--- config.mk ---
export PLATFORM = sky130hd
export DESIGN_NAME = rto_rx_terminal
export DESIGN_NICKNAME = d
export VERILOG_FILES = /design/src/design/rto_pkg.sv /design/src/design/rto_sync2.sv /design/src/design/rto_rx_terminal.sv
export SDC_FILE = /design/constraint.sdc
export NUM_CORES = 1
export LEC_CHECK = 0
export ABC_AREA = 1
export CORE_AREA = 2 2 69 71
export CTS_BUF_LIST = sky130_fd_sc_hd__clkbuf_8
export DETAILED_ROUTE_END_ITERATION = 6
export DIE_AREA = 0 0 71 73
export DONT_BUFFER_PORTS = 1
export HOLD_SLACK_MARGIN = 0.15
export PLACE_DENSITY = 0.67
export SYNTH_ARGS = -nofsm -noshare
export SYNTH_HDL_FRONTEND = slang
export SYNTH_SLANG_ARGS = --single-unit
--- constraint.sdc ---
create_clock -name i_clock -period 2.1 [get_ports i_clock]
set_clock_uncertainty 0.2 [all_clocks]
set_input_delay 0.315 -clock i_clock [delete_from_list [all_inputs] [get_ports i_clock]]
set_output_delay 0.315 -clock i_clock [all_outputs]
set_load 0.02 [all_outputs]
--- src/design/rto_pkg.sv ---
// What this block does
// RULE_01: serial terminal clock runs at line rate
// RULE_02: serial data changes on terminal clock rise
// RULE_03: terminal samples serial data on falling edge
// RULE_04: nibble clock derived from recovered line clock
// RULE_05: nibble pulses per frame: 1176/1074/384
// RULE_06: nibble data changes on terminal clock fall
// RULE_07: terminal samples nibble on rising edge
// RULE_08: serial frame marker one bit period
// RULE_09: nibble frame marker one nibble period
// RULE_10: loop clock output sources transmit terminal timing
// RULE_11: terminal drives tx data on loop-clock rise
// RULE_12: tx serial captured on loop-clock rise
// RULE_13: loop clock is buffered line clock
// RULE_14: hdlc enabled puts byte bit 7 on loop pin
// RULE_15: serial output live only when nibble select low
// RULE_16: hdlc enabled puts byte bit 0 on nibble0
// RULE_17: frame marker changes with marked data
package rto_pkg;

  // ----------------------------------------------------------------
  // timing
  // ----------------------------------------------------------------
  localparam int CLK_PERIOD_NS = 10;
  localparam int LINE_RATE_DS3_KHZ = 44736;
  localparam int LINE_RATE_E3_KHZ = 34368;

  // ----------------------------------------------------------------
  // framing of the nibble interface
  // ----------------------------------------------------------------
  localparam int NIB_BITS = 4;
  localparam int NIB_IDX_W = 11;
  localparam logic [NIB_IDX_W-1:0] NIB_PER_FRAME_DS3 = 11'h498;
  localparam logic [NIB_IDX_W-1:0] NIB_PER_FRAME_G832 = 11'h432;
  localparam logic [NIB_IDX_W-1:0] NIB_PER_FRAME_G751 = 11'h180;
  localparam logic [1:0] PHASE_LOAD = 2'h3;
  localparam logic [1:0] PHASE_CLK_HIGH = 2'h1;
  localparam int HDLC_NIB_BIT = 0;
  localparam int HDLC_LOOP_BIT = 7;

  // ----------------------------------------------------------------
  // types
  // ----------------------------------------------------------------
  typedef enum logic [1:0] {
    RTO_FMT_DS3,
    RTO_FMT_E3_G832,
    RTO_FMT_E3_G751
  } rto_fmt_e;

  typedef struct packed {
    logic data;
    logic first;
  } rto_bit_s;

  typedef struct packed {
    logic tclk;
    logic ser;
    logic [NIB_BITS-1:0] nib;
    logic frame;
    logic loop;
  } rto_pins_s;

  localparam rto_pins_s PINS_RST = '0;
  localparam logic [NIB_IDX_W-1:0] NIB_IDX_RST = 11'h000;
  localparam logic [1:0] PHASE_RST = 2'h0;

  function automatic logic [NIB_IDX_W-1:0] nib_limit(input rto_fmt_e fmt);
    case (fmt)
      RTO_FMT_DS3: nib_limit = NIB_PER_FRAME_DS3;
      RTO_FMT_E3_G832: nib_limit = NIB_PER_FRAME_G832;
      RTO_FMT_E3_G751: nib_limit = NIB_PER_FRAME_G751;
      default: nib_limit = NIB_PER_FRAME_DS3;
    endcase
  endfunction

endpackage

--- src/design/rto_sync2.sv ---
`timescale 1ns/1ns
module rto_sync2 #(
  parameter int WIDTH = 1
) (
  input wire logic i_clock, // system clock
  input wire logic i_rst, // sync reset, high
  input wire logic [WIDTH-1:0] i_async, // pin level
  output logic [WIDTH-1:0] o_sync // synchronised level
);
  logic [WIDTH-1:0] meta_r;
  logic [WIDTH-1:0] sync_r;

  always_ff @(posedge i_clock) begin
    if (i_rst) begin
      meta_r <= '0;
      sync_r <= '0;
    end else begin
      meta_r <= i_async;
      sync_r <= meta_r;
    end
  end

  assign o_sync = sync_r;
endmodule // rto_sync2

--- src/design/rto_rx_terminal.sv ---
`timescale 1ns/1ns
module rto_rx_terminal
  import rto_pkg::*;
(
  input wire logic i_clock, // 100 MHz system clock
  input wire logic i_rst, // sync reset, high
  input wire logic i_recovered_line_clock, // line clock pin
  input wire logic i_nibble_interface_select, // pin: 1 nibble, 0 serial
  input wire logic i_tx_serial_payload, // tx serial data pin
  input wire rto_fmt_e i_frame_format, // framing format config
  input wire logic i_loop_timing, // loop-timing mode enable
  input wire logic i_hdlc_enable, // hdlc controller on
  input wire logic [7:0] i_hdlc_byte, // received hdlc byte
  input wire rto_bit_s i_rx_in, // payload bit, valid on o_bit_take
  output logic o_bit_take, // takes i_rx_in this cycle
  output logic o_rx_terminal_clock, // terminal clock out
  output logic o_rx_serial_payload, // serial payload out
  output logic [NIB_BITS-1:0] o_rx_payload_nibble, // nibble out
  output logic o_rx_frame_boundary, // first bit/nibble marker
  output logic o_loop_timing_clock_out, // loop clock / hdlc bit 7
  output logic o_tx_bit, // captured tx bit
  output logic o_tx_bit_valid // pulse with o_tx_bit
);

  // ----------------------------------------------------------------
  // pin synchronisers
  // ----------------------------------------------------------------
  logic [2:0] pin_sync;
  logic line_s;
  logic nib_s;
  logic tx_s;

  rto_sync2 #(.WIDTH(3)) u_sync (
    .i_clock(i_clock),
    .i_rst(i_rst),
    .i_async({i_recovered_line_clock, i_nibble_interface_select, i_tx_serial_payload}),
    .o_sync(pin_sync)
  );

  assign line_s = pin_sync[2];
  assign nib_s = pin_sync[1];
  assign tx_s = pin_sync[0];

  // ----------------------------------------------------------------
  // edge detect and tx capture
  // ----------------------------------------------------------------
  logic line_d_r, line_d_nxt;
  logic tx_d_r, tx_d_nxt;
  logic tx_bit_r, tx_bit_nxt;
  logic tx_vld_r, tx_vld_nxt;
  logic rise;
  logic fall;

  assign rise = line_s & ~line_d_r;
  assign fall = ~line_s & line_d_r;
  assign o_bit_take = rise;

  // tx data moves on the terminal's rise, so take the value held
  // one cycle before the detected edge, not the racing one
  always_comb begin
    line_d_nxt = line_s;
    tx_d_nxt = tx_s;
    tx_bit_nxt = tx_bit_r;
    tx_vld_nxt = 1'b0;
    if (rise && i_loop_timing) begin
      tx_bit_nxt = tx_d_r; // RULE_12
      tx_vld_nxt = 1'b1;
    end
  end

  always_ff @(posedge i_clock) begin
    if (i_rst) begin
      line_d_r <= 1'b0;
      tx_d_r <= 1'b0;
      tx_bit_r <= 1'b0;
      tx_vld_r <= 1'b0;
    end else begin
      line_d_r <= line_d_nxt;
      tx_d_r <= tx_d_nxt;
      tx_bit_r <= tx_bit_nxt;
      tx_vld_r <= tx_vld_nxt;
    end
  end

  assign o_tx_bit = tx_bit_r;
  assign o_tx_bit_valid = tx_vld_r;

  // ----------------------------------------------------------------
  // nibble assembly and frame counting
  // ----------------------------------------------------------------
  logic [1:0] phase_r, phase_nxt;
  logic [NIB_IDX_W-1:0] idx_r, idx_nxt;
  logic [2:0] sh_r, sh_nxt;
  logic nib_d_r, nib_d_nxt;
  logic load;
  logic [NIB_IDX_W-1:0] limit;

  assign limit = nib_limit(i_frame_format);
  // a frame-start bit always opens a fresh nibble
  assign load = rise && nib_s && !i_rx_in.first && phase_r == PHASE_LOAD;

  always_comb begin
    phase_nxt = phase_r;
    idx_nxt = idx_r;
    sh_nxt = sh_r;
    nib_d_nxt = nib_s;
    if (nib_s != nib_d_r) begin
      phase_nxt = PHASE_RST;
      idx_nxt = NIB_IDX_RST;
    end else if (rise && nib_s) begin
      sh_nxt = {sh_r[1:0], i_rx_in.data};
      if (i_rx_in.first) begin
        phase_nxt = 2'h1;
        idx_nxt = NIB_IDX_RST;
      end else if (load) begin
        phase_nxt = PHASE_RST;
        // wrap keeps exactly limit pulses per frame
        idx_nxt = (idx_r >= limit - 11'h001) ? NIB_IDX_RST : idx_r + 11'h001; // RULE_05
      end else begin
        phase_nxt = phase_r + 2'h1;
      end
    end
  end

  always_ff @(posedge i_clock) begin
    if (i_rst) begin
      phase_r <= PHASE_RST;
      idx_r <= NIB_IDX_RST;
      sh_r <= 3'h0;
      nib_d_r <= 1'b0;
    end else begin
      phase_r <= phase_nxt;
      idx_r <= idx_nxt;
      sh_r <= sh_nxt;
      nib_d_r <= nib_d_nxt;
    end
  end

  // ----------------------------------------------------------------
  // output pins
  // ----------------------------------------------------------------
  rto_pins_s pins_r, pins_nxt;
  logic [NIB_BITS-1:0] nib_raw_r, nib_raw_nxt;

  always_comb begin
    pins_nxt = pins_r;
    nib_raw_nxt = nib_raw_r;
    pins_nxt.loop = i_hdlc_enable ? i_hdlc_byte[HDLC_LOOP_BIT] : line_s; // RULE_10 RULE_13 RULE_14
    if (!nib_s) begin
      nib_raw_nxt = '0;
      pins_nxt.tclk = line_s; // RULE_01
      if (rise) begin
        pins_nxt.ser = i_rx_in.data; // RULE_02 RULE_15
        pins_nxt.frame = i_rx_in.first; // RULE_08 RULE_17
      end
    end else begin
      pins_nxt.ser = 1'b0; // RULE_15
      if (load) begin
        nib_raw_nxt = {sh_r, i_rx_in.data};
        pins_nxt.tclk = 1'b0; // RULE_06
        pins_nxt.frame = (idx_r == NIB_IDX_RST); // RULE_09 RULE_17
      end else if (rise && phase_r == PHASE_CLK_HIGH && !i_rx_in.first) begin
        pins_nxt.tclk = 1'b1; // RULE_04
      end
    end
    pins_nxt.nib = nib_raw_nxt;
    if (i_hdlc_enable) begin
      pins_nxt.nib[HDLC_NIB_BIT] = i_hdlc_byte[HDLC_NIB_BIT]; // RULE_16
    end
  end

  always_ff @(posedge i_clock) begin
    if (i_rst) begin
      pins_r <= PINS_RST;
      nib_raw_r <= '0;
    end else begin
      pins_r <= pins_nxt;
      nib_raw_r <= nib_raw_nxt;
    end
  end

  assign o_rx_terminal_clock = pins_r.tclk;
  assign o_rx_serial_payload = pins_r.ser;
  assign o_rx_payload_nibble = pins_r.nib;
  assign o_rx_frame_boundary = pins_r.frame;
  assign o_loop_timing_clock_out = pins_r.loop;

  // ----------------------------------------------------------------
  // assertions
  // ----------------------------------------------------------------
  logic ser_mode_2;
  logic nib_mode_2;
  assign ser_mode_2 = !nib_s && !nib_d_r;
  assign nib_mode_2 = nib_s && nib_d_r;

  a_serial_clk_rate: assert property (@(posedge i_clock) disable iff (i_rst) // RULE_01
    ser_mode_2 && rise |=> pins_r.tclk ##1 (pins_r.tclk || $past(fall)))
    else $error("serial terminal clock not following line clock");

  a_serial_data_rise: assert property (@(posedge i_clock) disable iff (i_rst) // RULE_02
    $past(ser_mode_2) && $changed(pins_r.ser) |-> $rose(pins_r.tclk))
    else $error("serial data changed off the clock rise");

  a_nibble_data_fall: assert property (@(posedge i_clock) disable iff (i_rst) // RULE_06
    $past(nib_mode_2) && $changed(nib_raw_r) |-> $fell(pins_r.tclk))
    else $error("nibble data changed off the clock fall");

  a_nibble_clk_derived: assert property (@(posedge i_clock) disable iff (i_rst) // RULE_04
    $past(nib_mode_2) && $rose(pins_r.tclk) |-> $past(rise) && $past(phase_r) == PHASE_CLK_HIGH)
    else $error("nibble clock rose without a line clock edge");

  a_nib_count_wrap: assert property (@(posedge i_clock) disable iff (i_rst) // RULE_05
    load && idx_r == limit - 11'h001 |=> idx_r == NIB_IDX_RST)
    else $error("nibble count did not wrap at frame length");

  a_nib_idx_bound: assert property (@(posedge i_clock) disable iff (i_rst) // RULE_05
    nib_mode_2 |-> idx_r < limit)
    else $error("nibble index beyond frame length");

  a_serial_frame_mark: assert property (@(posedge i_clock) disable iff (i_rst) // RULE_08
    ser_mode_2 && rise && i_rx_in.first |=> pins_r.frame && $rose(pins_r.tclk))
    else $error("serial frame marker missing at first bit");

  a_frame_with_data: assert property (@(posedge i_clock) disable iff (i_rst) // RULE_17
    $past(nib_mode_2) && $changed(pins_r.frame) |-> $fell(pins_r.tclk))
    else $error("nibble frame marker moved off the data edge");

  a_serial_gated: assert property (@(posedge i_clock) disable iff (i_rst) // RULE_15
    nib_s |=> !pins_r.ser)
    else $error("serial output live in nibble mode");

  a_loop_clk_copy: assert property (@(posedge i_clock) disable iff (i_rst) // RULE_13
    !i_hdlc_enable |=> pins_r.loop == $past(line_s))
    else $error("loop clock is not the line clock");

  a_loop_hdlc_bit7: assert property (@(posedge i_clock) disable iff (i_rst) // RULE_14
    i_hdlc_enable |=> pins_r.loop == $past(i_hdlc_byte[HDLC_LOOP_BIT]))
    else $error("hdlc bit 7 missing on loop pin");

  a_nib0_hdlc_bit0: assert property (@(posedge i_clock) disable iff (i_rst) // RULE_16
    i_hdlc_enable |=> pins_r.nib[HDLC_NIB_BIT] == $past(i_hdlc_byte[HDLC_NIB_BIT]))
    else $error("hdlc bit 0 missing on nibble pin");

  a_tx_capture_rise: assert property (@(posedge i_clock) disable iff (i_rst) // RULE_12
    rise && i_loop_timing |=> tx_vld_r && tx_bit_r == $past(tx_d_r))
    else $error("tx bit not captured on loop clock rise");

  // marker follows the index of the nibble being loaded, so a wrap marks the next load
  a_nibble_frame_mark: assert property (@(posedge i_clock) disable iff (i_rst) // RULE_09
    nib_mode_2 && load && idx_r == NIB_IDX_RST |=> pins_r.frame)
    else $error("nibble frame marker missing at first nibble");

  a_nibble_frame_clear: assert property (@(posedge i_clock) disable iff (i_rst) // RULE_09
    nib_mode_2 && load && idx_r != NIB_IDX_RST |=> !pins_r.frame)
    else $error("nibble frame marker longer than one nibble");

  a_serial_frame_clear: assert property (@(posedge i_clock) disable iff (i_rst) // RULE_08
    ser_mode_2 && rise && !i_rx_in.first |=> !pins_r.frame)
    else $error("serial frame marker longer than one bit");

  a_serial_data_hold: assert property (@(posedge i_clock) disable iff (i_rst) // RULE_02
    ser_mode_2 && !rise |=> $stable(pins_r.ser) && $stable(pins_r.frame))
    else $error("serial data moved without a line clock rise");

  a_nibble_data_hold: assert property (@(posedge i_clock) disable iff (i_rst) // RULE_06
    nib_mode_2 && !load |=> $stable(nib_raw_r) && $stable(pins_r.frame))
    else $error("nibble data moved without a load");

  a_nibble_load_fall: assert property (@(posedge i_clock) disable iff (i_rst) // RULE_06
    nib_mode_2 && load |=> !pins_r.tclk)
    else $error("nibble clock not low after a load");

  a_tx_single_pulse: assert property (@(posedge i_clock) disable iff (i_rst) // RULE_12
    tx_vld_r |=> !tx_vld_r)
    else $error("tx valid longer than one cycle");

  a_tx_idle_hold: assert property (@(posedge i_clock) disable iff (i_rst) // RULE_12
    !(rise && i_loop_timing) |=> !tx_vld_r && $stable(tx_bit_r))
    else $error("tx bit captured off the loop clock rise");

  a_first_restart: assert property (@(posedge i_clock) disable iff (i_rst) // RULE_05
    nib_mode_2 && rise && i_rx_in.first |=> phase_r == 2'h1 && idx_r == NIB_IDX_RST)
    else $error("first bit did not restart the nibble count");

  a_mode_change_reset: assert property (@(posedge i_clock) disable iff (i_rst) // RULE_15
    nib_s != nib_d_r |=> phase_r == PHASE_RST && idx_r == NIB_IDX_RST)
    else $error("mode change left nibble state behind");

  // ----------------------------------------------------------------
  // cover points
  // ----------------------------------------------------------------

  c_serial_frame: cover property (@(posedge i_clock) disable iff (i_rst)
    ser_mode_2 && pins_r.frame && $rose(pins_r.tclk));
  c_nibble_frame: cover property (@(posedge i_clock) disable iff (i_rst)
    nib_mode_2 && $rose(pins_r.frame));
  c_tx_capture: cover property (@(posedge i_clock) disable iff (i_rst)
    tx_vld_r);
  c_hdlc_on: cover property (@(posedge i_clock) disable iff (i_rst)
    i_hdlc_enable && nib_mode_2 && load);
  c_nib_wrap: cover property (@(posedge i_clock) disable iff (i_rst)
    nib_mode_2 && load && idx_r == limit - 11'h001);

endmodule // rto_rx_terminal

---- Word level (Yosys, flattened, before mapping) ----
Index checks and enable logic that the tools add are counted.
storage, ports and cells
  input bits .............................. 19
  register bits after elaboration ......... 39
  logic and storage cells ................. 63
  output and inout port bits .............. 11
operators by class
  bitwise operators ....................... 3
  eq/ne operators ......................... 7
  reductions and logical operators ........ 15
  $lt $le $gt $ge ......................... 1
  multiplexer cells ....................... 18
  add/subtract/negate cells ............... 3
operator list
  kind                                                  number
  two-way mux 11 bit                                    3
  case mux 11 bit (2 select lines)                      1
  adder 11 x 1 -> 11 bit (second input constant)        1
  >= comparator 11 bit                                  1
  zero test 11 bit                                      1
  subtractor 11 x 1 -> 11 bit (second input constant)   1
  two-way mux 1 bit                                     9
  two-way mux 4 bit                                     2
  logical AND 1 bit                                     6
  two-way mux 2 bit                                     3
  AND reduction 2 bit                                   3
  equality test 2 x 1 -> 1 bit (second input constant)  2
  equality test 2 bit (second input constant)           2
  nonzero test 2 bit                                    2
  OR reduction 2 bit                                    2
  != test 3 bit (second input constant)                 1
  adder 2 x 1 -> 2 bit (second input constant)          1
  != test 2 bit (second input constant)                 1
  NOT 1 bit                                             2
  bitwise AND 1 bit                                     1
  zero test 1 bit                                       1
  != test 1 bit                                         1

---- Logic depth before layout (Yosys ltp) ----
  depth in word-level cells ............... 8
  gate-level depth with buffers ........... 13
  gate-level depth less buffers ........... 13

---- Modules after synthesis ----
From an unflattened synthesis, not the netlist that was laid out.
second synthesis, totals
  cell total of the unflattened synthesis .. 277
  area, all modules ....................... 1,940.6 µm²
modules (own cells, without submodules)
  module           area each (µm²)  sequential area each (µm²)  cells each  times used
  rto_rx_terminal  1,775.5          600.6                       259         1
  rto_sync2        165.2            120.1                       18          1

---- Least setup slack after synthesis ----
No wires, ideal clock.
  kind .................................... input port to flip-flop
  start point ............................. in i_frame_format[0]
  end point ............................... reg idx_r[4]
  path buffers ............................ 0
  slack ................................... 0.193 ns
  required time ........................... 1.830 ns
  data arrival time ....................... 1.638 ns
  library setup time ...................... 0.070 ns
  cell stages on the path ................. 12
  cells stage by stage .................... inv_1 ha_1 ha_1 nand2_1 inv_1 nand2_1 nand2_1 nand2_1 nand2_1 nor2_2 nand2_1 a21oi_1
between the ends
  cells in the longest elaborated chain, start to end .. 7
  elaborated cells between the ends (all ways) .. 8
  classes of those cells .................. 1 x add/sub; 1 x order compare; 2 x eq/ne; 4 x mux
ends and longest elaborated chain
  item                                                                        RTL line                RTL
  from (decl)                                                                 rto_rx_terminal.sv:10   input wire rto_fmt_e i_frame_format,
  equality test 2 bit / equality test 2 x 1 -> 1 bit (equally long branches)  rto_pkg.sv:68           case (fmt)
  case mux 11 bit (2 select lines) (*)                                        rto_pkg.sv:68
  subtractor 11 x 1 -> 11 bit (*)                                             rto_rx_terminal.sv:118  idx_nxt = (idx_r >= limit - 11'h001) ? NIB_IDX_RST : idx_r + 11'h001;
  >= comparator 11 bit (*)                                                    rto_rx_terminal.sv:118
  two-way mux 11 bit (*)                                                      rto_rx_terminal.sv:118
  two-way mux 11 bit (*)                                                      rto_rx_terminal.sv:115  end else if (load) begin
  two-way mux 11 bit (*)                                                      rto_rx_terminal.sv:112  if (i_rx_in.first) begin
  to (signal assigned)                                                        rto_rx_terminal.sv:133  idx_r <= idx_nxt;
  to (decl)                                                                   rto_rx_terminal.sv:92   logic [NIB_IDX_W-1:0] idx_r, idx_nxt;
Mark *: on every way between the ends. The rest lies on a longest branch, timed or not. The select of a mux whose other input is x is not followed.
A chain may end at the register's enable or synchronous reset.

---- Worst setup path after layout ----
  start point ............................. in i_rst
  end point ............................... reg tx_vld_r (netlist: o_tx_bit_valid)
RTL lines
  item                  RTL line               RTL
  from (decl)           rto_rx_terminal.sv:6   input wire logic i_rst,
  to (signal assigned)  rto_rx_terminal.sv:81  tx_vld_r <= tx_vld_nxt;
  to (decl)             rto_rx_terminal.sv:50  logic tx_vld_r, tx_vld_nxt;
No word-level cell between the ends.

==> impl_results.md <==
- Sum Neg Setup Slack: 0 ns
- Die height: 73 um
- Initial drt markers: 83
- Clk sinks: 36
- Fin crit share: 88.5%
- Critical Path, Cell by Cell: dlygate4sd3_1 > nor2_1 > dlygate4sd3_1
- Vias: 1632
- Delay-heaviest family, CP: buffers and inverters
- Post-layout min period: 1.86 ns
- Final max-slew violation count: 0
- Initial antenna violation count: 0
- Reg2reg setup slack: 0.29 ns
- CP Data Required Time: 2.08 ns
- H-tree Lvls: 2
- Vias in the first global route: 1594
- Post-CTS Resized: 0
- Cts hold-fix bufs: 11
- CTS root buf: clkbuf_8
- Initial Utilization: 42.3%
- Relative slew slack: 65.5%
- GPL Wtd Cong: 0.854
- Largest net degree at the start of global routing: 16
- Postcts setup bufs: 0
- Final setup vio count: 0
- Detailed-route wire length: 3830 um
- Clk_lat worst skew: 0.29 ns
- # Max-Cap Violations: 0
- Row count: 25
- Share of layout cells above drive strength 1: 8.04%
- Pleak: 0.973 nW
- Global-route wire length before repair: 6810 um
- Synth Net Count: 304
- HP Class: reg -> reg
- Drt pass-1 iters: 4
- Status: finished clean
- Dpl ws: 0.0326 ns
- Crit-path most repeated cell: dlygate4sd3_1
- DRT antenna net count: 0
- Crit path DAT: 1.84 ns
- CP max stage delay: 0.86 ns
- RSZ-0062 raised after global routing: false
- Cell variety after synth: 30
- Highest clock rate: 538 MHz
- Worst Path Class, Setup: in -> reg
- Avg Inst Size Synth: 7.15 um2
- HPWL after detailed placement: 2880 um
- CTS tree: yes
- Drt via density: 4.80
- Startpoint Class: input pin
- Final setup margin: 0.241 ns
- WL per Instance: 11.3 um
- Gr usage total: 16.8%
- Worst-path clk slew: 0.07 ns
- Clock buffer depth: 2
- CP Buf/Inv Count: 2
- Core Box Area: 4540 um2
- N_diodes: 0
- Max FO, Critical Path: 15
- Synth Register Bits: 36
- Port-buffer cells: 0
- Slew @ Worst Pin: 0.516 ns
- Synth Instances: 268
- TritonCTS buffer count: 5
- Remaining Overflow, GRT: 0
- Hold Fails Final Rpt: 0
- Synth-to-Final Area Change: 14.7%
- DIE AREA: 5180 um2
- Number of I/O pins: 30
- Die X-Extent: 71 um
- Pwr dens: 630 nW/um2
- Worst Setup End Kind: flip-flop
- # DRC: 0
- Netlist Area Pre-Place: 1920 um2
- Sequential fraction of the synthesis area: 37.6%
- Worst vdd ir: 0.000466 V
- Final nets: 321
- Slowest stage cell, crit path: dlygate4sd3_1
- Ys Warns: 0
-- cell type report --
class,instances,area [um2]
clock inverters,3,38.8
flip-flops and latches,36,721
fillers,459,2340
inverters,41,154
clock buffers,5,68.8
multi-input cells,186,1010
repair buffers,15,140
well taps,54,67.6
-- cells in the final DEF, fill, tap and decap left out, types with 2 or more instances in the layout --
cell,Yosys,routed
nand2_1,63,63
inv_1,40,41
nor2_1,37,37
dfxtp_1,36,36
a21oi_1,24,24
ha_1,17,17
o21ai_0,12,12
dlygate4sd3_1,0,11
nand3_1,6,6
clkbuf_8,0,5
nor2_2,4,4
buf_4,4,4
nor3_1,2,2
nand4_1,2,2
a21o_1,2,2
o211ai_1,2,2
conb_1,2,2
-- flip-flops by register name, indices dropped and copies added, names as in the netlist, 2 cells and up --
name and flops:
idx_r 11, sh_r 3, phase_r 2, u_sync.meta_r 3
u_sync.o_sync 3, o_rx_payload_nibble 4
-- path summary, 6_finish.rpt --
kind / startpoint / end / depth (start not counted)
worst min-delay path: u_sync.o_sync[0]$_SDFF_PP0_ / tx_d_r$_SDFF_PP0_ / 2
worst max-delay path: i_rst / o_tx_bit_valid$_SDFF_PP0_ / 3
worst max register to register: idx_r[10]$_SDFFE_PP0P_ / idx_r[5]$_SDFFE_PP0P_ / 8
worst min register to register: u_sync.o_sync[0]$_SDFF_PP0_ / tx_d_r$_SDFF_PP0_ / 2
-- worst register-to-register path: cells and delay by family (launching register included) --
kind	cells	cell delay (ns)
and+or+nand+nor	4	0.41
adders and majority gates	1	0.27
DFF	1	0.41
buffers and inverters	1	0.17
AOI/OAI and AO/OA	2	0.29
-- kinds of logic (layout without fill, tap and decap cells) --
| logic type | count (synthesis) | count (layout) | synth area share, % |
|---|---|---|---|
| AOI/OAI and AO/OA | 46 | 46 | 13.5 |
| xor gates and xnor gates | 1 | 1 | 0.457 |
| adders and majority gates | 17 | 17 | 11.1 |
| buffers and inverters | 46 | 64 | 9.79 |
| DFF | 36 | 36 | 37.6 |
| other | 2 | 2 | 0.392 |
| and+or+nand+nor | 120 | 120 | 27.2 |
-- stage by stage --
stage | instances | instance area (um2) | util (%) | power (mW) | hold WS [ns]
floorplan | 268 | 1920 | - | 0.774 | 0.184
global placement | 321 | 1980 | 43.7 | 0.785 | 0.189
detailed placement | 321 | 1980 | 43.7 | 0.787 | 0.190
CTS | 340 | 2200 | 48.5 | 1.40 | 0.202
global route | 340 | 2200 | 48.5 | 1.45 | 0.222
finish | 340 | 2200 | 48.5 | 1.38 | 0.203
-- cell usage after synthesis --
library cell / n / area share, %
nand3_4: 1 / 0.91
nor3_1: 2 / 0.52
conb_1: 2 / 0.39
dfxtp_1: 36 / 38
xor2_1: 1 / 0.46
buf_4: 4 / 1.6
clkbuf_1: 1 / 0.20
o31ai_1: 1 / 0.39
o21ai_1: 1 / 0.26
nor2_2: 4 / 1.3
o211a_1: 1 / 0.52
a31oi_1: 1 / 0.33
nand4_1: 2 / 0.65
and3_1: 1 / 0.33
nand2_1: 63 / 12
nand3_2: 1 / 0.52
inv_1: 40 / 7.8
a21oi_1: 24 / 6.3
a21oi_2: 1 / 0.46
o21ai_0: 12 / 3.1
nor2_1: 37 / 7.2
inv_2: 1 / 0.20
ha_1: 17 / 11
a21o_1: 2 / 0.78
nand3_1: 6 / 1.6
o211ai_1: 2 / 0.78
nor3_4: 1 / 0.85
o21bai_2: 1 / 0.59
nand2_2: 1 / 0.33
nor2_4: 1 / 0.59
-- metal layers --
layer,up-vias,part of all wire [%],GRT usage [%]
li1,871,-,-
met1,722,43,19.0
met2,32,49,29.7
met3,7,5.7,4.97
met4,0,1.7,6.71
met5,-,0,0
-- where the power goes --
part / total [mW] / internal [mW] / switching [mW]
registers: 0.708 / 0.695 / 0.0134
logic: 0.0835 / 0.0339 / 0.0496
clock network: 0.593 / 0.347 / 0.246
total: 1.38 / 1.08 / 0.309
Power figures use the tool's default switching activity.
